`config.mk`:
```
export PLATFORM = sky130hd
export DESIGN_NAME = ctr_channel_trip_ramp
export DESIGN_NICKNAME = d
export VERILOG_FILES = /design/src/design/ctr_pkg.sv /design/src/design/ctr_channel_trip_ramp.sv /design/src/design/ctr_ramp_step.sv
export SDC_FILE = /design/constraint.sdc
export NUM_CORES = 1
export LEC_CHECK = 0
export ABC_AREA = 1
export BUFFER_PORTS_ARGS = -buffer_cell sky130_fd_sc_hd__buf_2
export CAP_MARGIN = 5
export CORE_MARGIN = 4
export CORE_UTILIZATION = 50
export CTS_BUF_LIST = sky130_fd_sc_hd__clkbuf_4 sky130_fd_sc_hd__clkbuf_8
export DETAILED_ROUTE_END_ITERATION = 16
export GPL_TIMING_DRIVEN = 0
export PLACE_DENSITY_LB_ADDON = 0.12
export REMOVE_ABC_BUFFERS = 1
export SYNTH_ARGS = -nofsm -noshare
export SYNTH_HDL_FRONTEND = slang
export SYNTH_SLANG_ARGS = --single-unit
```
`constraint.sdc`:
```
create_clock -name clock -period 3.36 [get_ports clock]
set_clock_uncertainty 0.05 [all_clocks]
set_input_delay 0.168 -clock clock [delete_from_list [all_inputs] [get_ports clock]]
set_output_delay 0.168 -clock clock [all_outputs]
set_load 0.02 [all_outputs]
```
`src/design/ctr_pkg.sv`:
```
package ctr_pkg;

    // ------------------------------------------------------------
    // Register offsets (byte addresses, one aligned word each)
    // ------------------------------------------------------------
    localparam logic [7:0] OFS_CONTROL = 8'h00;
    localparam logic [7:0] OFS_VSET0 = 8'h04;
    localparam logic [7:0] OFS_VSET1 = 8'h08;
    localparam logic [7:0] OFS_ILIM0 = 8'h0C;
    localparam logic [7:0] OFS_ILIM1 = 8'h10;
    localparam logic [7:0] OFS_RAMP_UP = 8'h14;
    localparam logic [7:0] OFS_RAMP_DOWN = 8'h18;
    localparam logic [7:0] OFS_TRIP_LIMIT = 8'h1C;
    localparam logic [7:0] OFS_STATUS = 8'h20;
    localparam logic [7:0] OFS_OUT_SETPOINT = 8'h24;
    localparam logic [7:0] OFS_VOLT_READBACK = 8'h28;
    localparam logic [7:0] OFS_CURR_READBACK = 8'h2C;
    localparam logic [7:0] OFS_CURR_SETTING = 8'h30;

    // ------------------------------------------------------------
    // Field positions
    // ------------------------------------------------------------
    localparam int CTL_POWER = 0;
    localparam int CTL_RESTORE = 1;
    localparam int CTL_STYLE_RAMP = 2;
    localparam int CTL_PROG_PROT = 3;
    localparam int CTL_ALARM_CLR = 4;
    localparam int STS_ON = 0;
    localparam int STS_OVERCURRENT = 1;
    localparam int STS_TRIPPED = 2;
    localparam int STS_RAMPING = 3;
    localparam int STS_KILLED = 4;

    // ------------------------------------------------------------
    // Widths, reset values and limits
    // ------------------------------------------------------------
    localparam int TRIP_W = 10;
    localparam logic [9:0] TRIP_CONSTANT_CURRENT = 10'h3E8;
    localparam logic [9:0] TRIP_LIMIT_RESET = 10'h3E8;
    localparam logic [15:0] RAMP_RESET = 16'h0032;
    localparam logic STYLE_RAMP_RESET = 1'b1;
    localparam logic PROG_PROT_RESET = 1'b1;

    // ------------------------------------------------------------
    // Timing
    // ------------------------------------------------------------
    localparam int CLOCK_PERIOD_NS = 8;
    localparam int TICK_PERIOD_NS = 1000000;
    localparam int TICK_CYCLES = TICK_PERIOD_NS / CLOCK_PERIOD_NS;

endpackage

```
`src/design/ctr_channel_trip_ramp.sv`:
```
// What this block does
// Switch-off or lower setpoint moves output down no faster than ramp-down rate.
// Power setting off brings output to zero at ramp-down rate.
// Trip with 0<limit<1000 and ramp style ramps output to zero.
// Front-panel output disable ramps output to zero at ramp-down rate.
// Trip limit 1000 means constant current, overcurrent never switches off.
// Programmable protection lowers voltage to keep current below selected limit.
// Fixed protection lets current exceed setting; no voltage regulation here.
// Trip mode holds constant current for trip interval then switches off.
// Kill style drops a tripped channel at once, ignoring ramp rate.
// Trip counter reloads on limit write, alarm clear, power-on, overcurrent end.
// Trip counter counts only during overcurrent; expiry causes the trip.
// Channel turns on only with power set, no inhibit, outputs enabled.
// Turn-on ramps from zero to the selected setpoint at ramp-up rate.
// Writing power on clears alarms and reloads the trip counter.
// Restore enabled: startup returns the saved power state.
// Restore disabled: every channel starts off.
// Shutdown style applies only to trip power-offs.
// Voltage select low uses first setpoint, high uses second.
// Current select low uses first limit, high uses second.
// Rising output moves no faster than ramp-up rate.
// Trip counter decrements once per fixed tick from the system clock.
// Ramping steps an internal setpoint toward its target each tick.
// Tripped flag sets at expiry, stays until alarm clear or power-on write.
`timescale 1ns/100ps
`default_nettype none

module ctr_channel_trip_ramp #(
    parameter int VW = 24,
    parameter int TICK_CYCLES = ctr_pkg::TICK_CYCLES
) (
    input wire logic clock,
    input wire logic reset_n,
    input wire logic wb_cyc_i,
    input wire logic wb_stb_i,
    input wire logic wb_we_i,
    input wire logic [7:0] wb_adr_i,
    input wire logic [3:0] wb_sel_i,
    input wire logic [31:0] wb_dat_i,
    output logic [31:0] wb_dat_o,
    output logic wb_ack_o,
    input wire logic externalInhibit,
    input wire logic outputEnable,
    input wire logic voltageSetpointSelect,
    input wire logic currentLimitSelect,
    input wire logic [VW-1:0] voltageReadback,
    input wire logic [15:0] currentReadback,
    input wire logic savedPowerSetting,
    input wire logic savedRestoreOnStartup,
    output logic [VW-1:0] outputSetpoint,
    output logic [15:0] activeCurrentLimit,
    output logic channelOn,
    output logic tripped,
    output logic powerSettingToSave,
    output logic restoreToSave
);

    // Elaboration checks: the step adder and the 32-bit register words assume these ranges.
    if (VW < 17 || VW > 32) begin : gBadWidth
        $error("VW must lie in 17..32");
    end
    if (TICK_CYCLES < 2) begin : gBadTick
        $error("TICK_CYCLES must be at least 2");
    end

    // ------------------------------------------------------------
    // Helpers
    // ------------------------------------------------------------
    // Byte-lane merge for Wishbone writes.
    function automatic logic [31:0] wbMerge(input logic [31:0] old, input logic [31:0] wd, input logic [3:0] sel);
        logic [31:0] r;
        r = old;
        for (int b = 0; b < 4; b++) begin
            if (sel[b]) r[b*8 +: 8] = wd[b*8 +: 8];
        end
        return r;
    endfunction

    // Trip mode is any limit strictly between zero and the constant-current value.
    function automatic logic isTripMode(input logic [9:0] lim);
        return (lim != 10'h000) && (lim < ctr_pkg::TRIP_CONSTANT_CURRENT);
    endfunction

    // ------------------------------------------------------------
    // Input synchronisers
    // ------------------------------------------------------------
    logic [3:0] syncFirst;
    logic [3:0] syncSecond;
    logic inhibitActive;
    logic enableActive;
    logic vselActive;
    logic iselActive;

    // Pins are asynchronous; the first stage feeds only the second.
    always_ff @(posedge clock) begin
        if (!reset_n) begin
            syncFirst <= 4'h0;
            syncSecond <= 4'h0;
        end else begin
            syncFirst <= {currentLimitSelect, voltageSetpointSelect, outputEnable, externalInhibit};
            syncSecond <= syncFirst;
        end
    end
    assign inhibitActive = syncSecond[0];
    assign enableActive = syncSecond[1];
    assign vselActive = syncSecond[2];
    assign iselActive = syncSecond[3];

    // ------------------------------------------------------------
    // Registers and bus decode
    // ------------------------------------------------------------
    logic powerSetting;
    logic restoreOn;
    logic styleRamp;
    logic progProtection;
    logic [VW-1:0] vset0;
    logic [VW-1:0] vset1;
    logic [15:0] ilim0;
    logic [15:0] ilim1;
    logic [15:0] currentSetting;
    logic [15:0] rampUp;
    logic [15:0] rampDown;
    logic [9:0] tripLimit;
    logic startupPending;
    logic busTake;
    logic wrCtl;
    logic wrTrip;
    logic powerOnWrite;
    logic alarmClear;
    logic [31:0] ctlWord;
    logic [31:0] rdWord;
    logic [31:0] wrWord;
    logic overCurrent;
    logic tripExpire;
    logic killHold;
    logic ramping;

    assign busTake = wb_cyc_i && wb_stb_i && !wb_ack_o;
    assign wrCtl = busTake && wb_we_i && wb_adr_i == ctr_pkg::OFS_CONTROL;
    assign wrTrip = busTake && wb_we_i && wb_adr_i == ctr_pkg::OFS_TRIP_LIMIT;
    assign ctlWord = wbMerge({27'h0, 1'b0, progProtection, styleRamp, restoreOn, powerSetting}, wb_dat_i, wb_sel_i);
    assign powerOnWrite = wrCtl && ctlWord[ctr_pkg::CTL_POWER];
    assign alarmClear = wrCtl && ctlWord[ctr_pkg::CTL_ALARM_CLR];
    // Old contents merged with the selected bytes, so a partial write keeps the other lanes.
    assign wrWord = wbMerge(rdWord, wb_dat_i, wb_sel_i);

    // Control word; startup restores or clears the power state once after release.
    always_ff @(posedge clock) begin
        if (!reset_n) begin
            startupPending <= 1'b1;
            powerSetting <= 1'b0;
            restoreOn <= 1'b0;
            styleRamp <= ctr_pkg::STYLE_RAMP_RESET;
            progProtection <= ctr_pkg::PROG_PROT_RESET;
        end else if (startupPending) begin
            startupPending <= 1'b0;
            restoreOn <= savedRestoreOnStartup;
            powerSetting <= savedRestoreOnStartup && savedPowerSetting;
        end else if (wrCtl) begin
            powerSetting <= ctlWord[ctr_pkg::CTL_POWER];
            restoreOn <= ctlWord[ctr_pkg::CTL_RESTORE];
            styleRamp <= ctlWord[ctr_pkg::CTL_STYLE_RAMP];
            progProtection <= ctlWord[ctr_pkg::CTL_PROG_PROT];
        end else if (tripExpire) begin
            powerSetting <= 1'b0;
        end
    end

    // Setpoint, limit, rate and trip registers.
    always_ff @(posedge clock) begin
        if (!reset_n) begin
            vset0 <= '0;
            vset1 <= '0;
            ilim0 <= 16'h0000;
            ilim1 <= 16'h0000;
            currentSetting <= 16'h0000;
            rampUp <= ctr_pkg::RAMP_RESET;
            rampDown <= ctr_pkg::RAMP_RESET;
            tripLimit <= ctr_pkg::TRIP_LIMIT_RESET;
        end else if (busTake && wb_we_i) begin
            case (wb_adr_i)
                ctr_pkg::OFS_VSET0: vset0 <= wrWord[VW-1:0];
                ctr_pkg::OFS_VSET1: vset1 <= wrWord[VW-1:0];
                ctr_pkg::OFS_ILIM0: ilim0 <= wrWord[15:0];
                ctr_pkg::OFS_ILIM1: ilim1 <= wrWord[15:0];
                ctr_pkg::OFS_CURR_SETTING: currentSetting <= wrWord[15:0];
                ctr_pkg::OFS_RAMP_UP: rampUp <= wrWord[15:0];
                ctr_pkg::OFS_RAMP_DOWN: rampDown <= wrWord[15:0];
                ctr_pkg::OFS_TRIP_LIMIT: tripLimit <= wrWord[9:0];
                default: ;
            endcase
        end
    end

    // Read mux; unmapped addresses answer with zero.
    always_comb begin
        case (wb_adr_i)
            ctr_pkg::OFS_CONTROL: rdWord = {28'h0, progProtection, styleRamp, restoreOn, powerSetting};
            ctr_pkg::OFS_VSET0: rdWord = 32'(vset0);
            ctr_pkg::OFS_VSET1: rdWord = 32'(vset1);
            ctr_pkg::OFS_ILIM0: rdWord = {16'h0, ilim0};
            ctr_pkg::OFS_ILIM1: rdWord = {16'h0, ilim1};
            ctr_pkg::OFS_CURR_SETTING: rdWord = {16'h0, currentSetting};
            ctr_pkg::OFS_RAMP_UP: rdWord = {16'h0, rampUp};
            ctr_pkg::OFS_RAMP_DOWN: rdWord = {16'h0, rampDown};
            ctr_pkg::OFS_TRIP_LIMIT: rdWord = {22'h0, tripLimit};
            ctr_pkg::OFS_STATUS: rdWord = {27'h0, killHold, ramping, tripped, overCurrent, channelOn};
            ctr_pkg::OFS_OUT_SETPOINT: rdWord = 32'(outputSetpoint);
            ctr_pkg::OFS_VOLT_READBACK: rdWord = 32'(voltageReadback);
            ctr_pkg::OFS_CURR_READBACK: rdWord = {16'h0, currentReadback};
            default: rdWord = 32'h0000_0000;
        endcase
    end

    // Single-cycle acknowledge, dropped the cycle after it is given.
    always_ff @(posedge clock) begin
        if (!reset_n) begin
            wb_ack_o <= 1'b0;
            wb_dat_o <= 32'h0000_0000;
        end else begin
            wb_ack_o <= busTake;
            wb_dat_o <= (busTake && !wb_we_i) ? rdWord : 32'h0000_0000;
        end
    end

    // ------------------------------------------------------------
    // Tick divider
    // ------------------------------------------------------------
    logic [$clog2(TICK_CYCLES)-1:0] tickCount;
    logic tick;

    // A one-cycle enable every tick period paces ramps and the trip count.
    always_ff @(posedge clock) begin
        if (!reset_n) begin
            tickCount <= '0;
            tick <= 1'b0;
        end else begin
            tick <= tickCount == ($clog2(TICK_CYCLES))'(TICK_CYCLES - 1);
            tickCount <= (tickCount == ($clog2(TICK_CYCLES))'(TICK_CYCLES - 1)) ? '0 : tickCount + 1'b1;
        end
    end

    // ------------------------------------------------------------
    // Overcurrent and trip counter
    // ------------------------------------------------------------
    logic [9:0] tripCount;

    // Fixed protection only compares against the nominal setting and never regulates.
    assign overCurrent = channelOn && (progProtection ? currentReadback >= activeCurrentLimit
                                                      : currentReadback > currentSetting);
    assign tripExpire = tick && overCurrent && isTripMode(tripLimit) && tripCount == 10'h001;

    // Reload has priority over counting; a limit of 1000 never counts.
    always_ff @(posedge clock) begin
        if (!reset_n) begin
            tripCount <= ctr_pkg::TRIP_LIMIT_RESET;
        end else if (wrTrip || alarmClear || powerOnWrite || !overCurrent) begin
            tripCount <= wrTrip ? wrWord[9:0] : tripLimit;
        end else if (tick && isTripMode(tripLimit) && tripCount != 10'h000) begin
            tripCount <= tripCount - 10'h001;
        end
    end

    // Tripped flag: expiry wins over a clear arriving in the same cycle.
    always_ff @(posedge clock) begin
        if (!reset_n) begin
            tripped <= 1'b0;
            killHold <= 1'b0;
        end else if (tripExpire) begin
            tripped <= 1'b1;
            killHold <= !styleRamp;
        end else if (alarmClear || powerOnWrite) begin
            tripped <= 1'b0;
            killHold <= 1'b0;
        end
    end

    // ------------------------------------------------------------
    // On/off, selection and ramp
    // ------------------------------------------------------------
    logic [VW-1:0] target;
    logic [VW-1:0] steppedValue;
    logic [VW-1:0] ccValue;

    // Selected setpoint, zero when the channel is off; turn-on starts from zero.
    assign target = channelOn ? (vselActive ? vset1 : vset0) : '0;
    assign ramping = outputSetpoint != target;
    assign ccValue = (outputSetpoint > VW'(rampDown)) ? outputSetpoint - VW'(rampDown) : '0;

    ctr_ramp_step #(
        .VW(VW)
    ) rampStep (
        .current(outputSetpoint),
        .target(target),
        .upStep(rampUp),
        .downStep(rampDown),
        .nextValue(steppedValue)
    );

    // Channel state and selected current limit.
    always_ff @(posedge clock) begin
        if (!reset_n) begin
            channelOn <= 1'b0;
            activeCurrentLimit <= 16'h0000;
            powerSettingToSave <= 1'b0;
            restoreToSave <= 1'b0;
        end else begin
            channelOn <= powerSetting && !inhibitActive && enableActive && !tripped && !tripExpire;
            activeCurrentLimit <= iselActive ? ilim1 : ilim0;
            powerSettingToSave <= powerSetting;
            restoreToSave <= restoreOn;
        end
    end

    // Output setpoint: kill drops at once, otherwise one ramp step per tick.
    always_ff @(posedge clock) begin
        if (!reset_n) begin
            outputSetpoint <= '0;
        end else if (tripExpire && !styleRamp) begin
            outputSetpoint <= '0;
        end else if (tick && overCurrent && progProtection) begin
            outputSetpoint <= ccValue;
        end else if (tick) begin
            outputSetpoint <= steppedValue;
        end
    end

endmodule

`default_nettype wire

```
`src/design/ctr_ramp_step.sv`:
```
`timescale 1ns/100ps
`default_nettype none

// Moves a value one step toward its target, never overshooting.
module ctr_ramp_step #(
    parameter int VW = 24
) (
    input wire logic [VW-1:0] current,
    input wire logic [VW-1:0] target,
    input wire logic [15:0] upStep,
    input wire logic [15:0] downStep,
    output logic [VW-1:0] nextValue
);

    logic [VW:0] rise;
    logic [VW:0] fall;

    // ------------------------------------------------------------
    // Step arithmetic
    // ------------------------------------------------------------
    // One extra bit keeps the sum and difference from wrapping past the target.
    always_comb begin
        rise = {1'b0, current} + {{(VW + 1 - 16){1'b0}}, upStep};
        fall = {1'b0, current} - {{(VW + 1 - 16){1'b0}}, downStep};
        if (current < target) begin
            nextValue = (rise[VW] || rise[VW-1:0] > target) ? target : rise[VW-1:0];
        end else if (current > target) begin
            nextValue = (fall[VW] || fall[VW-1:0] < target) ? target : fall[VW-1:0];
        end else begin
            nextValue = current;
        end
    end

endmodule

`default_nettype wire

```
* Word level (Yosys, flattened, before mapping)
Cells that the tools add are included.
Storage, ports and cells: register bits after elaboration 257, bits of input ports 95, output and inout bits 77, logic and storage cells 144
Cells by class: $add $sub $neg 5, order comparisons 8, equal/unequal tests 15, mux-type cells 28, bitwise gates (word level) 2, reductions and logical operators 59
Operator list (number):
- $pmux W24 S13 | 1
- $mux W24 | 9
- $gt A24 B24 Y1 | 2
- $lt A24 B24 Y1 | 2
- $eq A8 B6 Y1 const B | 5
- $eq A8 B5 Y1 const B | 4
- $mux W10 | 3
- $add A24 B16 Y25 | 1
- $sub A24 B16 Y25 | 1
- $gt A24 B16 Y1 | 1
- $mux W8 | 3
- $ne A24 B24 Y1 | 1
- $sub A24 B16 Y24 | 1
- $logic_and A1 B1 Y1 | 22
- $reduce_and A2 Y1 | 11
- $reduce_bool A10 Y1 | 2
- $add A17 B1 Y17 const B | 1
- $eq A17 B17 Y1 const B | 1
- $eq A8 B4 Y1 const B | 2
- $ge A16 B16 Y1 | 1
- $gt A16 B16 Y1 | 1
- $mux W16 | 1
- $eq A10 B1 Y1 const B | 1
- $lt A10 B10 Y1 const B | 1
- 12 further kinds | 39

* Longest topological paths before layout
depth in word-level cells 9, mapped depth 28, gate-level depth less buffers 27

* Modules after synthesis
From an unflattened synthesis, not the netlist that was laid out.
Second synthesis, totals: cell total of the unflattened synthesis 3157, area, all modules 19805.2 um^2
By module, submodules not included:
- ctr_channel_trip_ramp | instances 1, cells each 2047, area an instance 14029.7 um^2, seq. area each 4984.8 um^2
- ctr_ramp_step | instances 1, cells each 1110, area an instance 5775.5 um^2, seq. area each 0.0 um^2

* Least setup slack after synthesis
No wires, ideal clock.
path type reg2reg, from register outputSetpoint[0], to register outputSetpoint[7], setup time 0.115 ns, data arrival time 3.370 ns, slack -0.176 ns, cell stages (with the launch flop) 26, buffers on the path 1, clock period less this slack 3.536 ns, path through dfxtp_1 inv_1 ha_1 inv_1 fa_1 nand2_1 nand2_1 nand2_1 nand2_1 a21boi_0 or2_2 nand2_1 inv_1 ha_1 nand2_1 nor3_1 nand3_1 nor3_1 nand2_1 nand2_2 buf_1 nand3_1 nand3_1 nand2_1 nand2_1 a21oi_2
Between the ends: cells in the longest elaborated chain, start to end 8
RTL lines:
- start, declared | line ctr_channel_trip_ramp.sv:50 | output logic [VW-1:0] outputSetpoint,
- start signal, assigned | line ctr_channel_trip_ramp.sv:322 | outputSetpoint <= ccValue;
- start signal, assigned | line ctr_channel_trip_ramp.sv:324 | outputSetpoint <= steppedValue;
- $sub A24 B16 Y25 | line ctr_ramp_step.sv:24 | fall = {1'b0, current} - {{(VW + 1 - 16){1'b0}}, downStep};
- $lt A24 B24 Y1 | line ctr_ramp_step.sv:28 | nextValue = (fall[VW] || fall[VW-1:0] < target) ? target : fall[VW-1:0];
- $logic_or A1 B1 Y1 | line ctr_ramp_step.sv:28
- $mux W24 | line ctr_ramp_step.sv:28
- $mux W24 | line ctr_ramp_step.sv:27 | end else if (current > target) begin
- $mux W24 | line ctr_ramp_step.sv:25 | if (current < target) begin
- $mux W24 | line ctr_channel_trip_ramp.sv:323 | end else if (tick) begin
- $mux W24 | line ctr_channel_trip_ramp.sv:321 | end else if (tick && overCurrent && progProtection) begin
Parallel ways exist; a longest one is shown, timed or not. The select of a mux whose other input is x is not followed. A chain may end at the register's enable or synchronous reset.

* Final worst setup path
from register outputSetpoint[0], to register outputSetpoint[0]
The elaborated chain is that of the path after synthesis.

==> run summary <==
The leading area contributor after synthesis was sky130_fd_sc_hd__dfxtp_1. The number of fillers in the final layout was 3184; the setup slack after layout was -0.4115 ns. The run gives 4.27 ns as the arrival time reported for the critical path endpoint. For the violation count after the first detailed-routing iteration, the log shows 2018.

In the routed design, unresolved DRC markers number 0. The worst-case IR drop observed on VDD is 0.3572 mV. The run gives 0 as the number of endpoints with negative hold slack in the final report. STA classifies the critical path startpoint as a flip-flop. The tool flagged a number of max-cap violations equal to 0. For the worst flop-to-flop path, the logic depth is 23.

The number of global-route vias before repair came out at 18700. In this run the power density over the cells is 293.6 nW/µm². In this run the cell area of the synthesized design comes to 17520 µm². The final reports fail on setup timing. The tools report the wire length of the first global-routing pass as 105.3 mm.

The buffer and inverter count on the worst path came out at 3. The maximum root-to-sink buffer count is 3, and the share of synthesized area occupied by flip-flops and latches is 0.2844. The leakage dissipation came out at 0.01067 µW. From bottom edge to top edge, the die measures 195.2 µm. The finished layout holds 3382 standard cells, fillers aside. Data required time at the worst endpoint: 3.86 ns.

Library cell with the highest instance count after synthesis: sky130_fd_sc_hd__nand2_1. The remaining global-route overflow was 0; the number of synthesized register bits was 249. Counting distinct cell types in the post-synthesis netlist gives 59.

Summed over all nets, the half-perimeter wirelength after detailed placement is 48.25 mm. Across all layers, the routed design uses 19970 vias. Among the stages of the critical path, the cell type that occurs most often is sky130_fd_sc_hd__nand2_1. CTS built an H-tree with a depth of 2.

The total area of sequential cells is 5074 µm², and the layout cell share with drive strength beyond 1 is 0.2535. The congestion estimate from routability-driven global placement came to 0.9911. The run finished, with violations left. The run gives 0 as the number of inserted diodes. The cell type of the slowest stage on the worst timing path was sky130_fd_sc_hd__dfxtp_4. At the pin with the least slew margin, the transition time is 1.258 ns.

The worst hold path depth is 5. Buffers inserted during clock tree synthesis total 45. The instance count after placement with tap cells included is 3159, and the final routed wire length divided by cell count is 20.98 µm.

The layout overhead on the synthesized area was 27.61%; the number of sinks driven by the clock tree was 249. The first detailed-routing pass ran for 7 iterations. For the pin count of the biggest net entering global routing, the log shows 92.

The final worst-path cycle share was 1.122; the count of input and output buffers was 154. The run gives 0.1608 as the worst slew margin relative to its limit. Counting instances in the post-synthesis netlist gives the leading cell types as sky130_fd_sc_hd__nand2_1 (509), sky130_fd_sc_hd__inv_1 (380), sky130_fd_sc_hd__a21oi_1 (287). The tree is rooted in a sky130_fd_sc_hd__clkbuf_8. The floorplan die area came out at 38110 µm². The critical path goes through clkinv_4 > ha_4 > inv_4 > fa_2 > nand4_1 > o211ai_1 > nand2_1 > nand2_2 > xor2_4 > inv_2 > ha_4 > nand2_4 > nor3_4 > nand3_2 > nor3_2 > nand2_2 > nand2_8 > nand2_8 > nand2_1 > nand3_1 > nand2_1 > nand2_1 > a21oi_2.

For the yosys synthesis warning count, the log shows 0. The via count normalized by instance count is 5.904, and the number of nets with antenna violations after detailed routing is 0. The kind of cell with the highest combined delay along the critical path is simple AND/OR/NAND/NOR gates.

Adding up every negative setup slack in the final design gives -8.595 ns. Summing all multi-input logic gate instances after layout gives 12190 µm². The share of flip-flops with an asynchronous set or reset is 0. By startpoint and endpoint, the worst setup path is classified as flip-flop to flip-flop. The maximum fanout along the worst path is 8, and the initial antenna violation count is 0. Number of placed I/O pins: 172. The largest single stage delay on the critical path is 0.37 ns. Setup repair after global routing could not meet its margin everywhere. STA classifies the critical path endpoint as a flip-flop. The initial cell density of the core came out at 0.5073. The share of the synthesized area in the top cell type was 0.2844; the latest clock arrival within the worst-skew pair was 0.63 ns.

The run gives 0.3481 as the overall track demand over capacity in global routing. The floorplan has 68 rows. Derived from the worst setup path, the maximum achievable clock frequency is 265.1 MHz. Setup violations remaining at the end of the flow were counted as 24. The final layout contains 3131 nets.

The average instance in the mapped netlist occupies 6.628 µm². Flip-flop cell with the highest count after synthesis: sky130_fd_sc_hd__dfxtp_1. TritonCTS built the clock tree. The count of pins over their slew limit came out at 0. The area of the placeable core was 34540 µm². The number of stages on the worst setup path works out to 23. The smallest clock period supported by the final layout is computed as 3.771 ns. The gate count after technology mapping came out at 2644. Ranked by total cell area, the synthesized netlist is headed by sky130_fd_sc_hd__dfxtp_1 (28%), sky130_fd_sc_hd__nand2_1 (11%), sky130_fd_sc_hd__ha_1 (9.9%), sky130_fd_sc_hd__a21oi_1 (8.2%), sky130_fd_sc_hd__inv_1 (8.1%). Summed over all layers, the routed wires come to 70.95 mm. In this run the worst hold path is classified as primary input to flip-flop. The number of enable-type register cells in the synthesized netlist was 0; the x dimension of the die was 195.2 µm. The clock transition at the register clock pins on the worst setup and hold paths after CTS came out at 0.06 ns.
state kept, by name, summed over array words and instances, names as in the netlist, 4 cells and up:
| register | cells |
|---|---|
| ilim0 | 16 |
| activeCurrentLimit | 16 |
| rampDown | 16 |
| vset0 | 24 |
| currentSetting | 16 |
| syncSecond | 4 |
| outputSetpoint | 24 |
| rampUp | 16 |
| tickCount | 17 |
| wb_dat_o | 24 |
| tripCount | 10 |
| vset1 | 24 |
| tripLimit | 10 |
| syncFirst | 4 |
| ilim1 | 16 |
worst reg2reg max path, stage by stage, from the launching register on:
cell and delay (ns):
sky130_fd_sc_hd__dfxtp_4 0.37, sky130_fd_sc_hd__clkinv_4 0.06, sky130_fd_sc_hd__ha_4 0.14, sky130_fd_sc_hd__inv_4 0.04
sky130_fd_sc_hd__fa_2 0.37, sky130_fd_sc_hd__nand4_1 0.09, sky130_fd_sc_hd__o211ai_1 0.19, sky130_fd_sc_hd__nand2_1 0.13
sky130_fd_sc_hd__nand2_2 0.09, sky130_fd_sc_hd__xor2_4 0.19, sky130_fd_sc_hd__inv_2 0.08, sky130_fd_sc_hd__ha_4 0.28
sky130_fd_sc_hd__nand2_4 0.06, sky130_fd_sc_hd__nor3_4 0.22, sky130_fd_sc_hd__nand3_2 0.16, sky130_fd_sc_hd__nor3_2 0.22
sky130_fd_sc_hd__nand2_2 0.13, sky130_fd_sc_hd__nand2_8 0.21, sky130_fd_sc_hd__nand2_8 0.14, sky130_fd_sc_hd__nand2_1 0.14
sky130_fd_sc_hd__nand3_1 0.10, sky130_fd_sc_hd__nand2_1 0.08, sky130_fd_sc_hd__nand2_1 0.06, sky130_fd_sc_hd__a21oi_2 0.13
per-stage QoR:
| stage | hold WS (ns) | total power (µW) | worst slack, ns | instance area (µm²) | utilization |
|---|---|---|---|---|---|
| 3_3_place_gp | 0.3017 | 3421 | -2.706 | 18340 | 0.5310 |
| 6_report | 0.06381 | 6565 | -0.4115 | 22360 | 0.6474 |
| 3_5_place_dp | 0.3090 | 3435 | -1.965 | 18440 | 0.5338 |
| 4_1_cts | 0.0002044 | 6583 | -0.4049 | 21380 | 0.6188 |
| 2_1_floorplan | 0.1867 | 3238 | -0.3916 | 17000 | - |
| 5_1_grt | 0.05077 | 6755 | -0.4884 | 22360 | 0.6474 |
report_power, final:
| part | leakage, µW | switching [µW] | internal (µW) | total, µW |
|---|---|---|---|---|
| sequential | 0.00203 | 17.6 | 2960 | 2970 |
| clock | 0.000507 | 1360 | 1770 | 3130 |
| combinational | 0.00813 | 298 | 163 | 460 |
final cells by class:
class | instances | area share
clock inverters | 8 | 0.004140
repair buffers | 290 | 0.09064
multi-input cells | 1904 | 0.5449
flip-flops and latches | 249 | 0.2269
inverters | 406 | 0.06966
clock buffers | 70 | 0.03833
well taps | 455 | 0.02546
final timing paths:
path	endpoint	slack, ns	from
worst max register to register	outputSetpoint[0]	-0.41	outputSetpoint[0]
worst min-delay path	ilim0[7]	0.06	wb_dat_i[7]
worst min register to register	syncSecond[2]	0.35	syncFirst[2]
worst max-delay path	outputSetpoint[0]	-0.41	outputSetpoint[0]
kinds of logic (layout without fill, tap and decap cells):
| group | count (synthesis) | in the layout | synth area share |
|---|---|---|---|
| AND/OR/NAND/NOR | 1052 | 1065 | 0.2700 |
| adder cells (fa/ha/maj) | 140 | 140 | 0.1008 |
| XOR/XNOR | 36 | 36 | 0.01799 |
| other | 1 | 8 | 0.0002140 |
| flip-flops | 249 | 249 | 0.2844 |
| AO/OA/AOI/OAI | 655 | 655 | 0.2083 |
| buffers and inverters | 511 | 774 | 0.1182 |
what timing repair did:
action	4_1_cts	5_1_grt
pin swaps	42	82
hold endpoints to repair	114	0
hold buffers	57	0
buffers inserted	58	17
gates resized for setup	211	222
setup endpoints to repair	34	40
gates cloned	10	3
layout by cell type (no fill, tap or decap), types with 11 or more instances in the layout:
cell	netlist	final
sky130_fd_sc_hd__a21oi_1	287	258
sky130_fd_sc_hd__clkbuf_8	0	53
sky130_fd_sc_hd__nand2_4	2	17
sky130_fd_sc_hd__nand2_1	509	431
sky130_fd_sc_hd__nand3_2	5	27
sky130_fd_sc_hd__dfxtp_2	0	17
sky130_fd_sc_hd__nand2_2	20	81
sky130_fd_sc_hd__o22ai_1	34	34
sky130_fd_sc_hd__a221oi_1	15	15
sky130_fd_sc_hd__o211ai_1	14	14
sky130_fd_sc_hd__nand4_1	32	32
sky130_fd_sc_hd__dfxtp_4	0	18
sky130_fd_sc_hd__ha_1	138	99
sky130_fd_sc_hd__dfxtp_1	249	214
sky130_fd_sc_hd__ha_4	0	39
sky130_fd_sc_hd__inv_1	380	350
sky130_fd_sc_hd__nand2_8	0	13
sky130_fd_sc_hd__xor2_1	28	20
sky130_fd_sc_hd__nor2_2	8	25
sky130_fd_sc_hd__nor2_4	4	11
sky130_fd_sc_hd__o21ai_2	8	22
sky130_fd_sc_hd__o21ai_0	204	169
sky130_fd_sc_hd__dlygate4sd3_1	0	57
sky130_fd_sc_hd__nor2_1	173	150
sky130_fd_sc_hd__nand3_1	230	206
sky130_fd_sc_hd__nor3_1	24	16
sky130_fd_sc_hd__buf_4	12	69
sky130_fd_sc_hd__buf_2	20	153
sky130_fd_sc_hd__clkbuf_4	0	17
sky130_fd_sc_hd__inv_2	23	46
sky130_fd_sc_hd__o21ai_1	34	54
sky130_fd_sc_hd__a21oi_2	25	49
per-layer routing:
metal | routed length (µm) | up-vias | GRT usage
met2 | 31640 | 1159 | 0.5613
li1 | - | 9331 | -
met4 | 4041 | 0 | 0.1580
met5 | 0 | - | 0
met3 | 7176 | 269 | 0.06194
met1 | 28090 | 9207 | 0.4564
(Power assumes the default switching activity.)
